**src/hdl/dtmf_port_pkg.sv**
```systemverilog
// shared constants, field layouts and carriers of the tone transceiver port
package dtmf_port_pkg;

    // =========================================================
    // register selection
    localparam logic REG_DATA = 1'b0; // transmit / receive data
    localparam logic REG_CTRL = 1'b1; // control / status

    // =========================================================
    // status bit positions
    localparam int STAT_IRQ = 0; // interrupt pending
    localparam int STAT_TX_READY = 1; // transmitter ready
    localparam int STAT_RX_VALID = 2; // receive data valid
    localparam int STAT_STEER_N = 3; // delayed steering, active low

    // =========================================================
    // reset values
    localparam logic [3:0] CTRL_A_RESET = 4'h0;
    localparam logic [3:0] CTRL_B_RESET = 4'h0;
    localparam logic [3:0] TONE_CODE_RESET = 4'h0;

    // =========================================================
    // timing
    localparam int CLK_HZ = 125_000_000;
    localparam int CYC_PER_MS = CLK_HZ / 1000;
    localparam int BURST_DTMF_MS = 51; // nominal burst/pause
    localparam int BURST_CP_MS = 102; // call progress burst/pause
    localparam int BURST_DTMF_CYC = BURST_DTMF_MS * CYC_PER_MS;
    localparam int BURST_CP_CYC = BURST_CP_MS * CYC_PER_MS;
    localparam int GUARD_PRESENT_MS = 40; // tone present guard
    localparam int GUARD_ABSENT_MS = 40; // tone absent guard
    localparam int GUARD_PRESENT_CYC = GUARD_PRESENT_MS * CYC_PER_MS;
    localparam int GUARD_ABSENT_CYC = GUARD_ABSENT_MS * CYC_PER_MS;
    localparam int TIMER_W = 24; // wide enough for 102 ms

    // =========================================================
    // carriers
    typedef struct packed {
        logic redirect; // b3 next control write goes to b
        logic irq_en; // b2 interrupt enable
        logic mode_cp; // b1 call progress when set
        logic tone_en; // b0 tone output enable
    } ctrl_a_s;

    typedef struct packed {
        logic column_sel; // b3 column (high) group when set
        logic single; // b2 single tone when set
        logic test; // b1 test mode
        logic burst_off; // b0 burst timing off when set
    } ctrl_b_s;

    typedef struct packed {
        logic tone_on; // generator active
        logic single; // one tone only
        logic column_sel; // which group in single mode
        logic [3:0] code; // tone pair code
    } tone_drive_s;

endpackage : dtmf_port_pkg

```
**src/hdl/dtmf_transceiver_host_port.sv**
```systemverilog
// host register port, burst timer and receive steering of the transceiver
`timescale 1ns/100ps
module dtmf_transceiver_host_port
    import dtmf_port_pkg::*;
#(
    parameter int BURST_DTMF_CYCLES = BURST_DTMF_CYC,
    parameter int BURST_CP_CYCLES = BURST_CP_CYC,
    parameter int GUARD_PRESENT_CYCLES = GUARD_PRESENT_CYC,
    parameter int GUARD_ABSENT_CYCLES = GUARD_ABSENT_CYC
) (
    input wire logic clk_sys,
    input wire logic arst_n,
    // host bus pins
    input wire logic bus_cs_n,
    input wire logic bus_strobe,
    input wire logic bus_read,
    input wire logic register_select_line,
    input wire logic [3:0] bus_data_in,
    output logic [3:0] bus_data_out,
    output logic bus_data_oe,
    // receiver front end
    input wire logic early_steer_out,
    input wire logic [3:0] detect_code,
    input wire logic cp_tone_in,
    output logic steer_guard_pin,
    // interrupt / call progress open-drain pin
    output logic request_progress_pin_out,
    output logic request_progress_pin_oe,
    // tone generator drive
    output tone_drive_s tone_drive
);

    // =========================================================
    // reset release
    logic [1:0] rst_pipe; // reset synchroniser
    logic rst_n; // synchronised reset

    // two flops release the reset cleanly
    always_ff @(posedge clk_sys or negedge arst_n) begin
        if (!arst_n) begin
            rst_pipe <= 2'b00;
        end else begin
            rst_pipe <= {rst_pipe[0], 1'b1};
        end
    end
    assign rst_n = rst_pipe[1];

    // =========================================================
    // input synchronisers
    localparam int SYNC_W = 14; // bundled pin count
    logic [SYNC_W-1:0] pins_raw; // raw pin bundle
    logic [SYNC_W-1:0] sync_a; // first stage, read by sync_b only
    logic [SYNC_W-1:0] sync_b; // second stage

    assign pins_raw = {bus_cs_n, bus_strobe, bus_read,
                       register_select_line, bus_data_in,
                       early_steer_out, detect_code, cp_tone_in};

    // all outside pins cross through two flops
    always_ff @(posedge clk_sys or negedge rst_n) begin
        if (!rst_n) begin
            sync_a <= '0;
            sync_b <= '0;
        end else begin
            sync_a <= pins_raw;
            sync_b <= sync_a;
        end
    end

    logic cs_n_s; // chip select
    logic strobe_s; // access strobe
    logic read_s; // read cycle
    logic control_b_redirect_s; // register select
    logic [3:0] din_s; // write data
    logic est_s; // early steering from detector
    logic [3:0] code_s; // detector code
    logic cp_s; // call progress comparator

    assign cs_n_s = sync_b[13];
    assign strobe_s = sync_b[12];
    assign read_s = sync_b[11];
    assign control_b_redirect_s = sync_b[10];
    assign din_s = sync_b[9:6];
    assign est_s = sync_b[5];
    assign code_s = sync_b[4:1];
    assign cp_s = sync_b[0];

    // =========================================================
    // bus cycle decode
    logic strobe_d; // strobe one cycle ago
    logic access_end; // strobe fell on a selected cycle
    logic wr_tx; // transmit data write
    logic wr_ctrl; // control write
    logic rd_status; // status read completed

    // remember strobe to find its falling edge
    always_ff @(posedge clk_sys or negedge rst_n) begin
        if (!rst_n) begin
            strobe_d <= 1'b0;
        end else begin
            strobe_d <= strobe_s;
        end
    end

    // act once at the end of each selected access
    assign access_end = strobe_d && !strobe_s && !cs_n_s;
    assign wr_tx = access_end && !read_s && control_b_redirect_s == REG_DATA;
    assign wr_ctrl = access_end && !read_s && control_b_redirect_s == REG_CTRL;
    assign rd_status = access_end && read_s && control_b_redirect_s == REG_CTRL;

    // =========================================================
    // control registers
    ctrl_a_s ctrl_a; // control word a
    ctrl_b_s ctrl_b; // control word b
    logic to_b; // next control write lands in b
    logic [3:0] tone_code; // transmit data

    // control writes, redirect serves one write only
    always_ff @(posedge clk_sys or negedge rst_n) begin
        if (!rst_n) begin
            ctrl_a <= ctrl_a_s'(CTRL_A_RESET);
            ctrl_b <= ctrl_b_s'(CTRL_B_RESET);
            to_b <= 1'b0;
        end else if (wr_ctrl) begin
            if (to_b) begin
                ctrl_b <= ctrl_b_s'(din_s);
                to_b <= 1'b0;
            end else begin
                ctrl_a <= ctrl_a_s'(din_s);
                to_b <= din_s[3];
            end
        end
    end

    // transmit data is write-only
    always_ff @(posedge clk_sys or negedge rst_n) begin
        if (!rst_n) begin
            tone_code <= TONE_CODE_RESET;
        end else if (wr_tx) begin
            tone_code <= din_s;
        end
    end

    logic burst_mode; // burst timing selected
    assign burst_mode = !ctrl_b.burst_off;

    // =========================================================
    // burst and pause timer
    typedef enum logic [1:0] {
        TX_IDLE,
        TX_BURST,
        TX_PAUSE
    } tx_state_e;

    tx_state_e tx_state; // burst sequencer
    logic [TIMER_W-1:0] tx_cnt; // interval counter
    logic [TIMER_W-1:0] tx_last; // last count of interval
    logic tx_done; // pause just ended

    // length doubles in call progress mode
    assign tx_last = ctrl_a.mode_cp ?
        TIMER_W'(BURST_CP_CYCLES - 1) :
        TIMER_W'(BURST_DTMF_CYCLES - 1);

    // counter held at zero when idle, burst starts at the write
    always_ff @(posedge clk_sys or negedge rst_n) begin
        if (!rst_n) begin
            tx_state <= TX_IDLE;
            tx_cnt <= '0;
        end else if (!burst_mode) begin
            tx_state <= TX_IDLE;
            tx_cnt <= '0;
        end else if (wr_tx) begin
            tx_state <= TX_BURST;
            tx_cnt <= '0;
        end else begin
            case (tx_state)
                TX_IDLE: begin
                    tx_cnt <= '0;
                end
                TX_BURST: begin
                    if (tx_cnt == tx_last) begin
                        tx_state <= TX_PAUSE;
                        tx_cnt <= '0;
                    end else begin
                        tx_cnt <= tx_cnt + 1'b1;
                    end
                end
                TX_PAUSE: begin
                    if (tx_cnt == tx_last) begin
                        tx_state <= TX_IDLE;
                        tx_cnt <= '0;
                    end else begin
                        tx_cnt <= tx_cnt + 1'b1;
                    end
                end
                default: begin
                    tx_state <= TX_IDLE;
                    tx_cnt <= '0;
                end
            endcase
        end
    end

    assign tx_done = burst_mode && !wr_tx && tx_state == TX_PAUSE &&
                     tx_cnt == tx_last;

    // =========================================================
    // tone generator drive
    // burst gates the tone, otherwise the host gates it
    always_ff @(posedge clk_sys or negedge rst_n) begin
        if (!rst_n) begin
            tone_drive <= '0;
        end else begin
            tone_drive.code <= tone_code;
            tone_drive.single <= ctrl_b.single;
            tone_drive.column_sel <= ctrl_b.column_sel;
            if (burst_mode) begin
                tone_drive.tone_on <= ctrl_a.tone_en &&
                                      tx_state == TX_BURST;
            end else begin
                tone_drive.tone_on <= ctrl_a.tone_en;
            end
        end
    end

    // =========================================================
    // receive steering with guard times
    logic steer; // delayed steering, high while valid
    logic [TIMER_W-1:0] guard_cnt; // guard time counter
    logic [TIMER_W-1:0] guard_last; // guard length in use
    logic steer_rise; // valid tone accepted

    assign guard_last = steer ?
        TIMER_W'(GUARD_ABSENT_CYCLES - 1) :
        TIMER_W'(GUARD_PRESENT_CYCLES - 1);

    // steering follows early steering only after a full guard time
    always_ff @(posedge clk_sys or negedge rst_n) begin
        if (!rst_n) begin
            steer <= 1'b0;
            guard_cnt <= '0;
        end else if (est_s == steer) begin
            guard_cnt <= '0;
        end else if (guard_cnt == guard_last) begin
            steer <= est_s;
            guard_cnt <= '0;
        end else begin
            guard_cnt <= guard_cnt + 1'b1;
        end
    end

    assign steer_rise = est_s && !steer && guard_cnt == guard_last;
    assign steer_guard_pin = steer;

    // =========================================================
    // receive data register
    logic [3:0] rx_code; // last decoded code
    logic rx_latch; // decode this tone

    // call progress mode blocks decoding
    assign rx_latch = steer_rise && !ctrl_a.mode_cp;

    // code held until the next accepted tone
    always_ff @(posedge clk_sys or negedge rst_n) begin
        if (!rst_n) begin
            rx_code <= 4'h0;
        end else if (rx_latch) begin
            rx_code <= code_s;
        end
    end

    // =========================================================
    // status flags, set wins over clear
    logic rx_valid; // receive data valid
    logic tx_ready; // transmitter ready
    logic irq_pend; // interrupt pending
    logic irq_set; // interrupt cause this cycle

    // receive valid cleared by status read
    always_ff @(posedge clk_sys or negedge rst_n) begin
        if (!rst_n) begin
            rx_valid <= 1'b0;
        end else if (rx_latch) begin
            rx_valid <= 1'b1;
        end else if (rd_status) begin
            rx_valid <= 1'b0;
        end
    end

    // transmit ready set after pause, cleared by read or write
    always_ff @(posedge clk_sys or negedge rst_n) begin
        if (!rst_n) begin
            tx_ready <= 1'b0;
        end else if (tx_done) begin
            tx_ready <= 1'b1;
        end else if (rd_status || wr_tx) begin
            tx_ready <= 1'b0;
        end
    end

    // interrupt causes: new data, or ready in burst timing
    assign irq_set = ctrl_a.irq_en && !ctrl_a.mode_cp &&
                     (rx_latch || tx_done);

    // pending interrupt cleared by status read
    always_ff @(posedge clk_sys or negedge rst_n) begin
        if (!rst_n) begin
            irq_pend <= 1'b0;
        end else if (irq_set) begin
            irq_pend <= 1'b1;
        end else if (rd_status) begin
            irq_pend <= 1'b0;
        end
    end

    // =========================================================
    // read data path
    logic [3:0] status_word; // status as read

    always_comb begin
        status_word = 4'h0;
        status_word[STAT_IRQ] = irq_pend;
        status_word[STAT_TX_READY] = tx_ready;
        status_word[STAT_RX_VALID] = rx_valid;
        status_word[STAT_STEER_N] = !steer;
    end

    // data bus driven while a selected read strobe is high
    always_ff @(posedge clk_sys or negedge rst_n) begin
        if (!rst_n) begin
            bus_data_out <= 4'h0;
            bus_data_oe <= 1'b0;
        end else begin
            bus_data_oe <= strobe_s && !cs_n_s && read_s;
            if (control_b_redirect_s == REG_CTRL) begin
                bus_data_out <= status_word;
            end else begin
                bus_data_out <= rx_code;
            end
        end
    end

    // =========================================================
    // open-drain interrupt / call progress pin
    logic pull_low; // pin pulled low

    always_comb begin
        if (ctrl_a.mode_cp) begin
            pull_low = ctrl_a.irq_en && !cp_s;
        end else if (ctrl_b.test) begin
            pull_low = steer; // inverted steering
        end else begin
            pull_low = ctrl_a.irq_en && irq_pend;
        end
    end

    // registered so the pin never glitches
    always_ff @(posedge clk_sys or negedge rst_n) begin
        if (!rst_n) begin
            request_progress_pin_oe <= 1'b0;
        end else begin
            request_progress_pin_oe <= pull_low;
        end
    end
    assign request_progress_pin_out = 1'b0;

endmodule : dtmf_transceiver_host_port // dtmf_transceiver_host_port

```
**config.mk**
```make
export PLATFORM = sky130hd
export DESIGN_NAME = dtmf_transceiver_host_port
export DESIGN_NICKNAME = d
export VERILOG_FILES = /design/src/hdl/dtmf_port_pkg.sv /design/src/hdl/dtmf_transceiver_host_port.sv
export SDC_FILE = /design/constraint.sdc
export NUM_CORES = 1
export LEC_CHECK = 0
export ABC_AREA = 1
export CAP_MARGIN = 20
export CORE_MARGIN = 4
export CORE_UTILIZATION = 29
export DETAILED_ROUTE_END_ITERATION = 10
export DONT_BUFFER_PORTS = 1
export PLACE_DENSITY = 0.55
export SETUP_SLACK_MARGIN = 0.4
export SKIP_CTS_REPAIR_TIMING = 1
export SLEW_MARGIN = 10
export SYNTH_ARGS = -nofsm -noshare
export SYNTH_HDL_FRONTEND = slang
export SYNTH_SLANG_ARGS = --single-unit
```
**constraint.sdc**
```tcl
create_clock -name clk_sys -period 3.3 [get_ports clk_sys]
set_clock_uncertainty 0.05 [all_clocks]
set_input_delay 0.66 -clock clk_sys [delete_from_list [all_inputs] [get_ports clk_sys]]
set_output_delay 0.66 -clock clk_sys [all_outputs]
set_load 0.05 [all_outputs]
```
==> flow_summary.ini <==
[outcome]
status = finished clean

[floorplanning]
die_y_um = 142
pin_count = 31
rows = 48
die_area_mm2 = 0.0202
die_w_um = 142
coreArea_mm2 = 0.0175
initial_core_util = 0.298

[placement]
io_buffers = 0
dp_hpwl_um = 8000
dp_slack_ps = 1330
place_congestion = 0.888
post-place-cells = 823
dpl_cell_area_mm2 = 0.00549

[routing]
drtAntennaViolNets = 0
via_count = 3770
wire_per_inst_um = 12.9
drc = 0
via_per_inst = 4.40
first_pass_iters = 4
routed_wirelength_um = 11100
drtIter0Drc = 238

[setup_path]
reg2reg_setup_slack_ps = 1320
cp_common_cell = inv_1
required_ps = 3550
critPathMaxStageDelay_ps = 720
worst-path-max-fanout = 15
end_kind = flip-flop
arrival_ps = 2230
cp_num_cells = 8
slowest_stage = dfrtp_1
path_cells = inv_1 > ha_1 > buf_4 > inv_1 > nand2_2 > inv_1 > nand2_1 > nor2_1
r2r_end = guard_cnt[19]
reg2reg_depth = 8
critPathBufInv = 4
crit_family = flip-flops
crit_type = reg -> reg
start_kind = flip-flop
rr_startpoint = steer_guard_pin

[clock_tree]
clkSinkCount = 114
clkTransAtPathRegs_ps = 50
cts_root_buf = clkbuf_16
cts_buffer_depth = 2
cts.htree.levels = 4
cts_made_buffers = 17
clock_latency_ps = 420
cts_tree = yes

[timing]
min_period_over_period = 0.599
setup_ws_ps = 1320
rsz0062_at_grt = no
setup_violations = 0
slew-limit-headroom = 0.604
worst_pin_slew_ps = 594
fmax_mhz = 506
period_minus_slack_ps = 1980
slew_viol_final = 0
final_hold_viol_count = 0
tns_ps = 0

[power_and_ir_drop]
leakage_uw = 0.00272
power_density_mw_per_mm2 = 606
totalPowerFinal_uw = 3690
ir_worst_vdd_v = 0.000373

[worst_hold_path]
min_path_type = in -> reg
hp-start = early_steer_out
min_to = sync_a[5]
whs_path_depth = 0

[logic_synthesis]
yosysSeqAreaShare = 0.548
syn_area_mm2 = 0.00521
ys_ff_latch = 114
async_reset_ff_frac = 1.00
synth_nets = 620
synth_edf_count = 0
postSynthCellCount = 598
ys_types = 31
yosys-top-cells-area = dfrtp_1, nand2_1, nor2_1
synth_top_area_frac = 0.548
yosys_warnings = 0
syn_area_per_cell_um2 = 8.71
synth_top_cell_by_area = dfrtp_1
synth_ff_type = dfrtp_1

[final_layout]
final_common_cell = nand2_1
multi_input_area_mm2 = 0.00205
stdcell_count = 857
ff_latch_area_mm2 = 0.00286
syn_to_final_growth_pct = 16.8
final_cell_area_mm2 = 0.00609
final_cell_mix = nand2_1, dfrtp_1, nor2_1, inv_1, nand3_1
final_nets = 640
drive_gt1_frac = 0.111
nFillCells = 1779

[flow_run]
maxCapViolations = 0

[global_routing]
grt_pass1_wl_um = 18800
grt_use_total = 0.121
grt_max_degree = 46
antenna_found_initial = 2
grt_overflow = 0
grt_pass1_vias = 3756
cell usage after synthesis, drive strengths merged (2+ instances only):
| cell type | instances |
|---|---|
| nand3 | 34 |
| inv | 73 |
| buf | 3 |
| a21oi | 8 |
| nand4 | 15 |
| nor3 | 34 |
| xor2 | 23 |
| ha | 6 |
| nand2 | 150 |
| conb | 2 |
| nor2 | 113 |
| o21ai | 14 |
| dfrtp | 114 |
| xnor2 | 2 |
| nor3b | 2 |
report_power, final:
part | internal, uW | switching (uW) | total [uW]
combinational | 75.1 | 203 | 279
sequential | 1490 | 140 | 1630
clock | 1160 | 622 | 1780
area by class of cell:
| type | count | area share |
|---|---|---|
| Timing Repair Buffer | 5 | 0.00658 |
| Multi-Input combinational cell | 407 | 0.337 |
| Clock inverter | 10 | 0.0179 |
| Clock buffer | 21 | 0.0773 |
| Sequential cell | 114 | 0.469 |
| Inverter | 73 | 0.0450 |
| Antenna cell | 2 | 0.000822 |
| Tap cell | 225 | 0.0463 |
cells by family (layout without fill, tap and decap cells):
family,Yosys count,after routing,share of synthesized area
AOI/OAI and AO/OA,23,23,0.0228
xor gates and xnor gates,25,25,0.0420
adders and majority gates,6,6,0.0144
buffers and inverters,77,109,0.0591
DFF,114,114,0.548
other,2,4,0.00144
and+or+nand+nor,351,351,0.313
worst max-delay path by stage:
| stage | startpoint | to |
|---|---|---|
| 4_1_cts | steer_guard_pin | guard_cnt[19] |
| 5_1_grt | sync_b[12] | ctrl_b[1] |
| 2_1_floorplan | rst_pipe[1] | bus_data_oe |
| 3_3_place_gp | steer_guard_pin | guard_cnt[19] |
| 3_5_place_dp | steer_guard_pin | guard_cnt[19] |
| 6_report | steer_guard_pin | guard_cnt[19] |
sequential cells by signal, indices dropped and copies added (netlist names):
name	count
guard_cnt	24
tx_cnt	24
sync_a	14
sync_b	14
tone_drive	7
bus_data_out	4
ctrl_b	4
rx_code	4
tone_code	4
ctrl_a	3
rst_pipe	2
tx_state	2
bus_data_oe	1
irq_pend	1
request_progress_pin_oe	1
rx_valid	1
steer_guard_pin	1
strobe_d	1
to_b	1
tx_ready	1
per-stage QoR:
stage,utilization,hold WS (ps)
6_report,0.348,220
5_1_grt,0.348,195
4_1_cts,0.347,-127
3_5_place_dp,0.314,285
3_3_place_gp,0.314,281
2_1_floorplan,-,281
per-layer routing:
layer / routed length, um / GRT usage / up-vias / part of all wire
met4: 218 / 0.0490 / 0 / 0.020
met2: 5180 / 0.188 / 69 / 0.47
met5: 0 / 0 / - / 0
li1: - / - / 1920 / -
met3: 559 / 0.0474 / 23 / 0.051
met1: 5100 / 0.150 / 1758 / 0.46
(Power assumes the default switching activity.)
